**config.mk**
```make
export PLATFORM = sky130hd
export DESIGN_NAME = two_stage_watchdog_timer
export DESIGN_NICKNAME = d
export VERILOG_FILES = /design/src/design/watchdog_pkg.sv /design/src/design/two_stage_watchdog_timer.sv /design/src/design/wdt_down_counter.sv /design/src/design/wdt_reset_pulse.sv
export SDC_FILE = /design/constraint.sdc
export NUM_CORES = 1
export LEC_CHECK = 0
export ABC_AREA = 1
export BUFFER_PORTS_ARGS = -buffer_cell sky130_fd_sc_hd__buf_2
export CAP_MARGIN = 20
export CELL_PAD_IN_SITES_DETAIL_PLACEMENT = 0
export CELL_PAD_IN_SITES_GLOBAL_PLACEMENT = 1
export CORE_AREA = 2 2 140 108
export CTS_BUF_LIST = sky130_fd_sc_hd__clkbuf_4
export DETAILED_ROUTE_END_ITERATION = 8
export DIE_AREA = 0 0 142 110
export PLACE_DENSITY = 0.92
export SLEW_MARGIN = 5
export SYNTH_ARGS = -nofsm -noshare
export SYNTH_HDL_FRONTEND = slang
export SYNTH_SLANG_ARGS = --single-unit
```
**constraint.sdc**
```tcl
create_clock -name clk_i -period 3.9 [get_ports clk_i]
set_input_delay 0.975 -clock clk_i [delete_from_list [all_inputs] [get_ports clk_i]]
set_output_delay 0.975 -clock clk_i [all_outputs]
set_load 0.02 [all_outputs]
```
**src/design/watchdog_pkg.sv**
```systemverilog
// Contract
// - 32-bit down counter from software load value
// - Zero after enable gives first timeout; enable sticks
// - Each timeout reloads counter and keeps counting
// - Interrupt first; reset on second uncleared timeout
// - Load write while running reloads counter at once
// - Lock blocks enable, interrupt, clear, configuration writes
// - Software clear drops the interrupt source
// - Optional NMI delivery, still enabled and cleared
// - Raw and masked status readable, 1 active
// - Instance clock is system or precision oscillator
// - Zero load value interrupts immediately
// - Second-timeout reset selectable, frozen while locked
// - Debug stall option holds counter during halt
// - Lock state, count and load value readable
package watchdog_pkg;

	localparam int          DATA_W          = 32;
	localparam int          ADDR_W          = 8;

	localparam logic [7:0]  OFS_LOAD        = 8'h00;
	localparam logic [7:0]  OFS_VALUE       = 8'h04;
	localparam logic [7:0]  OFS_CTRL        = 8'h08;
	localparam logic [7:0]  OFS_INT_CLEAR   = 8'h0C;
	localparam logic [7:0]  OFS_RAW_STATUS  = 8'h10;
	localparam logic [7:0]  OFS_MASK_STATUS = 8'h14;
	localparam logic [7:0]  OFS_LOCK        = 8'h18;

	localparam int          CTRL_ENABLE     = 0;
	localparam int          CTRL_RESET_EN   = 1;
	localparam int          CTRL_NMI        = 2;
	localparam int          CTRL_STALL_EN   = 3;

	// Arbitrary unlock key value
	localparam logic [31:0] UNLOCK_KEY      = 32'h5A5A_5A5A;

	localparam logic [31:0] LOAD_RESET      = 32'hFFFF_FFFF;
	localparam logic [31:0] COUNT_RESET     = 32'hFFFF_FFFF;
	localparam int          RESET_PULSE_CYCLES = 16;

	typedef enum logic [1:0] {
		ST_OFF,
		ST_COUNT,
		ST_WARNED
	} stage_t;

endpackage : watchdog_pkg

```
**src/design/two_stage_watchdog_timer.sv**
```systemverilog
`timescale 1ns/1ps
// Clocked from whichever source the integration feeds to clk_i
module two_stage_watchdog_timer #(
	parameter int CNT_W        = 32,
	parameter int RESET_CYCLES = watchdog_pkg::RESET_PULSE_CYCLES
) (
	input  wire logic        clk_i,
	input  wire logic        rst_n_i,
	input  wire logic [7:0]  addr_i,
	input  wire logic [31:0] wdata_i,
	input  wire logic        wr_i,
	input  wire logic        rd_i,
	output logic      [31:0] rdata_o,
	input  wire logic        dbg_halt_i,
	output logic             irq_o,
	output logic             nmi_o,
	output logic             sys_reset_o
);

	typedef struct packed {
		watchdog_pkg::stage_t stage;
		logic [CNT_W-1:0]     load;
		logic                 rst_en;
		logic                 nmi;
		logic                 stall_en;
		logic                 locked;
		logic [31:0]          rdata;
	} wdt_state_t;

	wdt_state_t s_q;
	wdt_state_t s_d;

	logic             running;
	logic             run;
	logic             cnt_load;
	logic             timeout;
	logic             second;
	logic [CNT_W-1:0] count;
	logic [CNT_W-1:0] load_next;
	logic             wr_load;
	logic             wr_ctrl;
	logic             wr_clear;
	logic             wr_lock;
	logic             start;
	logic             int_raw;
	logic             int_mask;

	assign running   = (s_q.stage != watchdog_pkg::ST_OFF);
	assign run       = running & ~(s_q.stall_en & dbg_halt_i);
	assign wr_load   = wr_i & (addr_i == watchdog_pkg::OFS_LOAD) & ~s_q.locked;
	assign wr_ctrl   = wr_i & (addr_i == watchdog_pkg::OFS_CTRL) & ~s_q.locked;
	assign wr_clear  = wr_i & (addr_i == watchdog_pkg::OFS_INT_CLEAR) & ~s_q.locked;
	assign wr_lock   = wr_i & (addr_i == watchdog_pkg::OFS_LOCK);
	assign start     = wr_ctrl & wdata_i[watchdog_pkg::CTRL_ENABLE] & ~running;
	assign load_next = wr_load ? wdata_i[CNT_W-1:0] : s_q.load;
	assign cnt_load  = start | (wr_load & running);
	assign second    = timeout & (s_q.stage == watchdog_pkg::ST_WARNED) & s_q.rst_en;
	assign int_raw   = (s_q.stage == watchdog_pkg::ST_WARNED);
	assign int_mask  = int_raw & running;
	assign irq_o     = int_mask & ~s_q.nmi;
	assign nmi_o     = int_mask & s_q.nmi;
	assign rdata_o   = s_q.rdata;

	wdt_down_counter #(
		.WIDTH      (CNT_W)
	) u_counter (
		.clk_i      (clk_i),
		.rst_n_i    (rst_n_i),
		.load_i     (cnt_load),
		.run_i      (run),
		.load_val_i (load_next),
		.count_o    (count),
		.timeout_o  (timeout)
	);

	wdt_reset_pulse #(
		.CYCLES  (RESET_CYCLES)
	) u_reset (
		.clk_i   (clk_i),
		.rst_n_i (rst_n_i),
		.trig_i  (second),
		.pulse_o (sys_reset_o)
	);

	always_comb
	begin
		s_d = s_q;
		if (wr_load)
		begin
			s_d.load = wdata_i[CNT_W-1:0];
		end
		if (wr_ctrl)
		begin
			s_d.rst_en   = wdata_i[watchdog_pkg::CTRL_RESET_EN];
			s_d.nmi      = wdata_i[watchdog_pkg::CTRL_NMI];
			s_d.stall_en = wdata_i[watchdog_pkg::CTRL_STALL_EN];
		end
		if (wr_lock)
		begin
			s_d.locked = (wdata_i != watchdog_pkg::UNLOCK_KEY);
		end
		// Timeout beats a clear in the same cycle so no event is lost
		case (s_q.stage)
			watchdog_pkg::ST_OFF:
			begin
				if (start)
				begin
					s_d.stage = watchdog_pkg::ST_COUNT;
				end
			end
			watchdog_pkg::ST_COUNT:
			begin
				if (timeout)
				begin
					s_d.stage = watchdog_pkg::ST_WARNED;
				end
			end
			watchdog_pkg::ST_WARNED:
			begin
				if (wr_clear && !timeout)
				begin
					s_d.stage = watchdog_pkg::ST_COUNT;
				end
			end
			default:
			begin
				s_d.stage = watchdog_pkg::ST_OFF;
			end
		endcase
		s_d.rdata = 32'h0000_0000;
		if (rd_i)
		begin
			case (addr_i)
				watchdog_pkg::OFS_LOAD:        s_d.rdata = 32'(s_q.load);
				watchdog_pkg::OFS_VALUE:       s_d.rdata = 32'(count);
				watchdog_pkg::OFS_CTRL:
				begin
					s_d.rdata[watchdog_pkg::CTRL_ENABLE]   = running;
					s_d.rdata[watchdog_pkg::CTRL_RESET_EN] = s_q.rst_en;
					s_d.rdata[watchdog_pkg::CTRL_NMI]      = s_q.nmi;
					s_d.rdata[watchdog_pkg::CTRL_STALL_EN] = s_q.stall_en;
				end
				watchdog_pkg::OFS_RAW_STATUS:  s_d.rdata[0] = int_raw;
				watchdog_pkg::OFS_MASK_STATUS: s_d.rdata[0] = int_mask;
				watchdog_pkg::OFS_LOCK:        s_d.rdata[0] = s_q.locked;
				default:                       s_d.rdata = 32'h0000_0000;
			endcase
		end
	end

	always_ff @(posedge clk_i)
	begin
		if (!rst_n_i)
		begin
			s_q.stage    <= watchdog_pkg::ST_OFF;
			s_q.load     <= watchdog_pkg::LOAD_RESET[CNT_W-1:0];
			s_q.rst_en   <= 1'b0;
			s_q.nmi      <= 1'b0;
			s_q.stall_en <= 1'b0;
			s_q.locked   <= 1'b0;
			s_q.rdata    <= 32'h0000_0000;
		end
		else
		begin
			s_q <= s_d;
		end
	end

endmodule : two_stage_watchdog_timer

```
**src/design/wdt_down_counter.sv**
```systemverilog
`timescale 1ns/1ps
module wdt_down_counter #(
	parameter int WIDTH = 32
) (
	input  wire logic             clk_i,
	input  wire logic             rst_n_i,
	input  wire logic             load_i,
	input  wire logic             run_i,
	input  wire logic [WIDTH-1:0] load_val_i,
	output logic      [WIDTH-1:0] count_o,
	output logic                  timeout_o
);

	typedef struct packed {
		logic [WIDTH-1:0] count;
	} cnt_state_t;

	cnt_state_t s_q;
	cnt_state_t s_d;

	logic zero;

	assign zero      = (s_q.count == '0);
	assign timeout_o = run_i & zero & ~load_i;
	assign count_o   = s_q.count;

	always_comb
	begin
		s_d = s_q;
		if (load_i)
		begin
			s_d.count = load_val_i;
		end
		else if (run_i)
		begin
			if (zero)
			begin
				s_d.count = load_val_i;
			end
			else
			begin
				s_d.count = s_q.count - {{(WIDTH-1){1'b0}}, 1'b1};
			end
		end
	end

	always_ff @(posedge clk_i)
	begin
		if (!rst_n_i)
		begin
			s_q.count <= watchdog_pkg::COUNT_RESET[WIDTH-1:0];
		end
		else
		begin
			s_q <= s_d;
		end
	end

endmodule : wdt_down_counter

```
**src/design/wdt_reset_pulse.sv**
```systemverilog
`timescale 1ns/1ps
module wdt_reset_pulse #(
	parameter int CYCLES = 16
) (
	input  wire logic clk_i,
	input  wire logic rst_n_i,
	input  wire logic trig_i,
	output logic      pulse_o
);

	// Stretched so slow reset logic cannot miss a one-cycle event
	typedef struct packed {
		logic [15:0] left;
		logic        pulse;
	} pulse_state_t;

	pulse_state_t s_q;
	pulse_state_t s_d;

	assign pulse_o = s_q.pulse;

	always_comb
	begin
		s_d = s_q;
		if (trig_i)
		begin
			s_d.left  = 16'(CYCLES - 1);
			s_d.pulse = 1'b1;
		end
		else if (s_q.left != 16'h0000)
		begin
			s_d.left = s_q.left - 16'h0001;
		end
		else
		begin
			s_d.pulse = 1'b0;
		end
	end

	always_ff @(posedge clk_i)
	begin
		if (!rst_n_i)
		begin
			s_q.left  <= 16'h0000;
			s_q.pulse <= 1'b0;
		end
		else
		begin
			s_q <= s_d;
		end
	end

endmodule : wdt_reset_pulse

```
==> impl_metrics.json, run 1 <==
{
  "power_leakage_nw": 3.19,
  "initial_core_util_pct": 45.0,
  "hold_buffers": 0,
  "setup_slack_ns": 1.12,
  "syn_area_per_cell_um2": 6.61,
  "endpoint_kind": "flip-flop",
  "maxCapViolations": 0,
  "synth_most_common_cell": "nand2_1",
  "crit_type": "in2reg",
  "num-fill-cells": 1491,
  "worstPathMaxFanout": 40,
  "die_area_um2": 15600,
  "num_rows": 38,
  "slew_headroom_pct": 47.5,
  "grt-ovfl-total": 0,
  "coreArea_um2": 14200,
  "grt_pass1_wl_mm": 27.7,
  "grt_pass1_vias": 5506,
  "rsz0062_at_grt": "no",
  "synth-edff-count": 0,
  "wire_per_inst_um": 13.9,
  "post-route-period-util_pct": 71.4,
  "finalSetupViolCount": 0,
  "clock_latency_ns": 0.53,
  "drtAntennaViolNets": 0,
  "die_h_um": 110,
  "cts.path.max_buffers": 2,
  "finalMaxSlewViolations": 0,
  "final_cells": 1194,
  "ff_latch_area_um2": 2380,
  "htreeDepth": 4,
  "cts_sinks": 119,
  "io_buffers": 79,
  "yosys_warnings": 0,
  "antenna_found_initial": 0,
  "crit_arrival_ns": 3.18,
  "n_antenna_cell": 0,
  "required_ns": 4.30,
  "hp-class": "reg2reg",
  "grt.total_usage_pct": 22.4,
  "root_buffer": "clkbuf_4",
  "cts_buffers": 17,
  "synth_area_um2": 6390,
  "period_minus_slack_ns": 2.78,
  "drive_gt1_share_pct": 14.1,
  "tritoncts": "yes",
  "via_per_inst": 5.02,
  "cts_resized": 0,
  "status": "complete, no violations",
  "cts_post_setup_buffers_inserted": 0,
  "synth_area_leader_cell": "dfxtp_1",
  "synthToLayoutAreaGrowth_pct": 7.73,
  "power_mw": 3.39,
  "dp_hpwl_mm": 11.6,
  "syn-num-nets": 1015,
  "whs_ns": 0.463,
  "synth_ff_type": "dfxtp_1",
  "wl_mm": 16.6,
  "finalSetupTns_ns": 0,
  "finalHoldViolations": 0,
  "yosys.area.top_type_share_pct": 37.3,
  "worstMarginPinSlew_ns": 0.788,
  "route.vias.total": 5988,
  "drc": 0,
  "post-place-ws_ns": 0.492,
  "clkSlewWorstSetupHoldPaths_ns": 0.10,
  "peakVddDrop_mv": 0.200,
  "synth_commonest_cells": "286 x nand2_1, 119 x dfxtp_1, 99 x nor2_1",
  "start_kind": "input pin",
  "drt-initial-drc-count": 598,
  "netlist_top_cells_area": "dfxtp_1 37%, nand2_1 17%, nand3_1 5.9%",
  "skew_ns": 0.0134,
  "nNetsFinal": 1050,
  "ios": 80,
  "multiInputGateArea_um2": 3200,
  "fmax_ghz": 0.359,
  "gp_congestion": 0.924,
  "p_per_area_nw_per_um2": 492,
  "synth_seq_area_share_pct": 37.3,
  "die_w_um": 142,
  "synthArstFlopShare_pct": 0,
  "synthCells": 967,
  "synth-seq-cells": 119,
  "first_pass_iters": 5,
  "synth.distinct_cells": 42,
  "dp.cells": 1163,
  "grt_max_degree": 43
}
[cell families after synthesis]
logic type,count (synthesis),synth area share [%]
buffers and inverters,166,12.7
DFF,119,37.3
AOI/OAI and AO/OA,117,9.75
adders and majority gates,3,0.587
xor gates and xnor gates,19,2.60
and+or+nand+nor,540,36.7
muxes,3,0.470
[flip-flops by register name, indices dropped and copies added (netlist names)]
name,flops
u_reset.s_q,16
s_q,38
rdata_o,32
u_counter.count_o,32
u_reset.pulse_o,1
[per-layer routing]
| metal | share of wire, % | vias up | global-route usage, % |
|---|---|---|---|
| met5 | 0 | - | 0 |
| met4 | 0.89 | 0 | 6.43 |
| met3 | 4.9 | 10 | 4.97 |
| met2 | 40 | 162 | 32.9 |
| met1 | 54 | 2688 | 33.0 |
| li1 | - | 3128 | - |
[stage by stage]
| stage | area [um2] | util [%] |
|---|---|---|
| 6_report | 6890 | 48.5 |
| 5_1_grt | 6890 | 48.5 |
| 4_1_cts | 6890 | 48.5 |
| 3_5_place_dp | 6610 | 46.5 |
| 3_3_place_gp | 6610 | 46.5 |
| 2_1_floorplan | 6390 | - |
[final cells by class]
type | count | share of cell area (%)
inverters | 98 | 5.34
repair buffers | 84 | 6.29
clock inverters | 12 | 1.96
multi-input cells | 682 | 46.5
flip-flops and latches | 119 | 34.6
well taps | 180 | 3.27
clock buffers | 19 | 2.07
[power by group]
part / switching, mW / internal (mW) / total [mW]
clock: 0.476 / 0.444 / 0.920
sequential: 0.160 / 1.35 / 1.51
combinational: 0.612 / 0.344 / 0.956
[cells in the final DEF, fill, tap and decap left out, types with 4 or more instances in the layout]
master	n
a21oi_1	46
buf_2	79
buf_4	5
clkbuf_4	19
clkinv_2	6
dfxtp_1	119
inv_1	95
nand2_1	286
nand2_2	7
nand3_1	76
nand4_1	25
nor2_1	99
nor2_2	6
nor3_1	9
nor4_1	6
o21ai_0	51
o21ai_1	7
or2_0	10
or2_2	4
xnor2_1	5
xor2_1	14
[path summary, 6_finish.rpt]
path / slack, ns / depth (start not counted) / end / startpoint
setup reg to reg: 1.44 / 8 / u_counter.count_o[20] / s_q[32]
hold / removal: 0.46 / 2 / rdata_o[16] / s_q[52]
hold reg to reg: 0.46 / 2 / rdata_o[16] / s_q[52]
setup / recovery: 1.12 / 11 / u_counter.count_o[20] / addr_i[1]
[critical path: stages]
cell and delay, ns:
buf_2 0.10, nor2_2 0.20, nand2_1 0.10, nor2_2 0.12
nand2_2 0.31, nand2_2 0.25, nand2_4 0.18, nand2_2 0.61
nand2_1 0.14, nand3_1 0.11, nand3_1 0.07
(Power assumes the default switching activity.)
==> run 2, diff against run 1 <==
--- a/config.mk
+++ b/config.mk
@@ -10,11 +10,11 @@
 export CAP_MARGIN = 20
 export CELL_PAD_IN_SITES_DETAIL_PLACEMENT = 0
 export CELL_PAD_IN_SITES_GLOBAL_PLACEMENT = 1
-export CORE_AREA = 2 2 140 108
+export CORE_AREA = 2 2 151 116
 export CTS_BUF_LIST = sky130_fd_sc_hd__clkbuf_4
 export DETAILED_ROUTE_END_ITERATION = 8
-export DIE_AREA = 0 0 142 110
-export PLACE_DENSITY = 0.92
+export DIE_AREA = 0 0 153 118
+export PLACE_DENSITY = 0.85
 export SLEW_MARGIN = 5
 export SYNTH_ARGS = -nofsm -noshare
 export SYNTH_HDL_FRONTEND = slang
==> constraint.sdc (replaced) <==
create_clock -name clk_i -period 2.4 [get_ports clk_i]
set_input_delay 0.6 -clock clk_i [delete_from_list [all_inputs] [get_ports clk_i]]
set_output_delay 0.6 -clock clk_i [all_outputs]
set_load 0.02 [all_outputs]
==> impl_metrics.json, run 2 (same netlist as run 1, synthesis figures left out) <==
{
  "status": "complete, no violations",
  "whs_ns": 0.289,
  "cts_buffers": 17,
  "p_per_area_nw_per_um2": 787,
  "hp-class": "in2reg",
  "coreArea_um2": 16600,
  "first_pass_iters": 5,
  "cts_sinks": 119,
  "root_buffer": "clkbuf_4",
  "finalSetupViolCount": 0,
  "peakVddDrop_mv": 0.318,
  "mostFrequentLayoutCells": "286 x nand2_1, 119 x dfxtp_1, 99 x nor2_1",
  "worstPathMaxFanout": 4,
  "ff_latch_area_um2": 2380,
  "finalHoldViolations": 0,
  "crit_type": "reg2out",
  "hold_buffers": 0,
  "multiInputGateArea_um2": 3200,
  "largest_reg_flops": 38,
  "antenna_found_initial": 0,
  "post-route-period-util_pct": 85.9,
  "dp.cells": 1214,
  "num_rows": 41,
  "htreeDepth": 4,
  "dp_hpwl_mm": 12.2,
  "slew_headroom_pct": 57.3,
  "start_kind": "flip-flop",
  "fmax_ghz": 0.485,
  "tritoncts": "yes",
  "n_antenna_cell": 0,
  "gp_congestion": 0.845,
  "rsz0062_at_grt": "no",
  "top_register": "s_q",
  "final_cells": 1246,
  "skew_ns": 0.0241,
  "grt_pass1_vias": 5505,
  "synthToLayoutAreaGrowth_pct": 10.9,
  "die_h_um": 118,
  "crit_arrival_ns": 1.46,
  "finalMaxSlewViolations": 0,
  "wl_mm": 16.9,
  "clock_latency_ns": 0.56,
  "place_area_um2": 6800,
  "endpoint_kind": "primary output",
  "wire_per_inst_um": 13.6,
  "finalSetupTns_ns": 0,
  "die_w_um": 153,
  "worstMarginPinSlew_ns": 0.634,
  "num-fill-cells": 1790,
  "grt_pass1_wl_mm": 28.4,
  "cts.path.max_buffers": 2,
  "cts_post_setup_buffers_inserted": 0,
  "nNetsFinal": 1066,
  "period_minus_slack_ns": 2.06,
  "power_leakage_nw": 3.27,
  "clkSlewWorstSetupHoldPaths_ns": 0.13,
  "cts_resized": 0,
  "route.vias.total": 5962,
  "drt-initial-drc-count": 437,
  "ios": 80,
  "drive_gt1_share_pct": 15.7,
  "via_per_inst": 4.78,
  "final_common_cell": "nand2_1",
  "die_area_um2": 18100,
  "required_ns": 1.80,
  "drc": 0,
  "grt_max_degree": 42,
  "maxCapViolations": 0,
  "fin_area_um2": 7090,
  "grt-ovfl-total": 0,
  "initial_core_util_pct": 38.6,
  "drtAntennaViolNets": 0,
  "io_buffers": 79,
  "grt.total_usage_pct": 19.4
}
run 2: routing by layer:
metal	vias up	track usage, %	routed length (um)
met5	-	0	0
met4	0	6.13	219
met3	14	3.83	796
met2	133	27.1	6550
met1	2656	29.5	9380
li1	3159	-	-
run 2: path summary, 6_finish.rpt:
| path | endpoint | slack, ns | cells after the start | from |
|---|---|---|---|---|
| min reg2reg | rdata_o[16] | 0.46 | 2 | s_q[52] |
| max | irq_o | 0.34 | 5 | s_q[69] |
| max reg2reg | u_reset.s_q[15] | 0.45 | 9 | u_counter.count_o[0] |
| min | s_q[34] | 0.29 | 3 | wdata_i[2] |
run 2: final cells by class:
| type | instances | share of cell area (%) |
|---|---|---|
| Multi-Input combinational cell | 682 | 45.1 |
| Sequential cell | 119 | 33.6 |
| Timing Repair Buffer | 100 | 8.15 |
| Inverter | 98 | 5.19 |
| Tap cell | 215 | 3.79 |
| Clock inverter | 15 | 2.35 |
| Clock buffer | 17 | 1.80 |
run 2: power by group:
part           total [mW]  leakage, nW  switching (mW)  internal [mW]
clock                1.54        0.156           0.901          0.640
sequential           2.46        0.967           0.261           2.20
combinational        1.58         2.15           0.992          0.589
run 2: worst max-delay path, cell delays in order (launching register included):
cell	delay (ns)
dfxtp_1	0.34
inv_1	0.05
nor2_1	0.12
inv_1	0.12
nor2_1	0.11
buf_2	0.17
run 2: metrics by stage:
| stage | setup WS (ns) | util, % | power [mW] |
|---|---|---|---|
| final | 0.338 | 42.8 | 5.58 |
| after global routing | 0.181 | 42.8 | 6.00 |
| after CTS | 0.294 | 42.8 | 5.61 |
| after detailed placement | 0.165 | 41.0 | 4.07 |
| after global placement | 0.208 | 41.0 | 4.05 |
| after floorplan | 0.548 | - | 3.69 |
==> run 3, diff against run 2 <==
--- a/config.mk
+++ b/config.mk
@@ -10,11 +10,11 @@
 export CAP_MARGIN = 20
 export CELL_PAD_IN_SITES_DETAIL_PLACEMENT = 0
 export CELL_PAD_IN_SITES_GLOBAL_PLACEMENT = 1
-export CORE_AREA = 2 2 151 116
+export CORE_AREA = 2 2 185 96
 export CTS_BUF_LIST = sky130_fd_sc_hd__clkbuf_4
 export DETAILED_ROUTE_END_ITERATION = 8
-export DIE_AREA = 0 0 153 118
-export PLACE_DENSITY = 0.85
+export DIE_AREA = 0 0 187 98
+export PLACE_DENSITY = 0.84
 export SLEW_MARGIN = 5
 export SYNTH_ARGS = -nofsm -noshare
 export SYNTH_HDL_FRONTEND = slang
==> impl_metrics.json, run 3 (same netlist as run 1, synthesis figures left out) <==
{
  "hold_buffers": 0,
  "mostFrequentLayoutCells": "286 x nand2_1, 119 x dfxtp_1, 99 x nor2_1",
  "final_cells": 1269,
  "worstMarginPinSlew_ns": 0.623,
  "met2WireLength_mm": 6.32,
  "cts_post_setup_buffers_inserted": 0,
  "nNetsFinal": 1071,
  "dp_hpwl_mm": 13.7,
  "route.vias.total": 6141,
  "die_h_um": 98,
  "grt_pass1_vias": 5606,
  "clock_latency_ns": 0.55,
  "cts_resized": 0,
  "crit_type": "reg2out",
  "cts.path.max_buffers": 2,
  "endpoint_kind": "primary output",
  "min_path_cells": 3,
  "grt-ovfl-total": 0,
  "highest_layer": "met4",
  "power_leakage_nw": 3.27,
  "finalMaxSlewViolations": 0,
  "maxCapViolations": 0,
  "r2r_cells": 9,
  "initial_core_util_pct": 37.9,
  "synthToLayoutAreaGrowth_pct": 12.0,
  "status": "complete, no violations",
  "grt_max_degree": 31,
  "wire_per_inst_um": 14.6,
  "required_ns": 1.80,
  "die_w_um": 187,
  "final_common_cell": "nand2_1",
  "dp.cells": 1238,
  "finalSetupViolCount": 0,
  "cts_sinks": 119,
  "start_kind": "flip-flop",
  "cts_buffers": 17,
  "num_rows": 34,
  "fmax_ghz": 0.487,
  "regToRegStartpoint": "u_counter.count_o[0]",
  "n_antenna_cell": 0,
  "worstSetupStartpoint": "s_q[69]",
  "slew_headroom_pct": 58.1,
  "grt_pass1_wl_mm": 30.4,
  "via_per_inst": 4.84,
  "r2r_slack_ns": 0.43,
  "root_buffer": "clkbuf_4",
  "tritoncts": "yes",
  "drc": 0,
  "antenna_found_initial": 1,
  "grt.total_usage_pct": 21.0,
  "finalSetupTns_ns": 0,
  "place_area_um2": 6900,
  "hp-class": "in2reg",
  "crit_arrival_ns": 1.45,
  "largest_reg_flops": 38,
  "drt-initial-drc-count": 467,
  "wl_met3_mm": 1.39,
  "gp_congestion": 0.890,
  "whs_ns": 0.300,
  "worst_r2r_endpoint": "u_reset.s_q[16]",
  "first_pass_iters": 4,
  "finalHoldViolations": 0,
  "ios": 80,
  "multiInputGateArea_um2": 3200,
  "wirelength_met1_mm": 10.6,
  "htreeDepth": 4,
  "io_buffers": 79,
  "fin_area_um2": 7160,
  "num-fill-cells": 1819,
  "skew_ns": 0.0214,
  "worstHoldStart": "wdata_i[19]",
  "coreArea_um2": 16900,
  "worstPathMaxFanout": 4,
  "period_minus_slack_ns": 2.05,
  "clkSlewWorstSetupHoldPaths_ns": 0.11,
  "top_register": "s_q",
  "peakVddDrop_mv": 0.245,
  "rsz0062_at_grt": "no",
  "post-route-period-util_pct": 85.6,
  "p_per_area_nw_per_um2": 780,
  "holdPathEnd": "s_q[55]",
  "die_area_um2": 18300,
  "drtAntennaViolNets": 0,
  "wl_mm": 18.5,
  "drive_gt1_share_pct": 15.9,
  "ff_latch_area_um2": 2380
}
==> run 3: cell types whose count changed in the layout (fill, tap and decap cells not counted) <==
| cell | previous run | this run |
|---|---|---|
| clkinv_2 | 2 | 4 |
| inv_6 | 5 | 0 |
| buf_12 | 2 | 5 |
| clkinvlp_4 | 2 | 7 |
| inv_8 | 1 | 0 |
| clkinv_4 | 3 | 0 |
| clkinv_1 | 0 | 1 |
| buf_4 | 19 | 21 |
==> run 3: area by class of cell <==
class | instances | area share, %
clock buffers | 17 | 1.78
clock inverters | 14 | 1.90
inverters | 98 | 5.14
multi-input cells | 682 | 44.7
flip-flops and latches | 119 | 33.3
well taps | 234 | 4.09
repair buffers | 105 | 9.12
==> run 3: layer usage <==
layer  track usage (%)  up-vias
met5                 0        -
met4              5.13        0
met3              4.71       12
met2              25.8      202
met1              34.9     2761
li1                  -     3166
==> run 3: critical path, cell delays in order (launching register included) <==
cell	delay, ns
dfxtp_1	0.35
inv_1	0.05
nor2_1	0.12
inv_1	0.12
nor2_1	0.10
buf_2	0.17
==> run 3: worst max-delay path by stage <==
stage | end | slack (ns) | depth (start not counted)
after floorplan | u_counter.count_o[11] | 0.55 | 11
after global placement | u_counter.count_o[22] | 0.23 | 11
after detailed placement | u_counter.count_o[26] | 0.21 | 11
after CTS | nmi_o | 0.31 | 5
after global routing | irq_o | 0.17 | 5
final | nmi_o | 0.35 | 5
==> run 3: metrics by stage <==
stage	utilization, %	total power [mW]	setup slack (ns)
final	42.4	5.59	0.346
after floorplan	-	3.69	0.548
after global placement	40.8	4.13	0.231
after global routing	42.4	5.98	0.175
after CTS	42.4	5.58	0.313
after detailed placement	40.8	4.15	0.213
==> run 3: power breakdown <==
| part | switching, mW | internal [mW] | total (mW) |
|---|---|---|---|
| logic | 1.05 | 0.623 | 1.68 |
| clock network | 0.839 | 0.596 | 1.44 |
| registers | 0.279 | 2.20 | 2.47 |
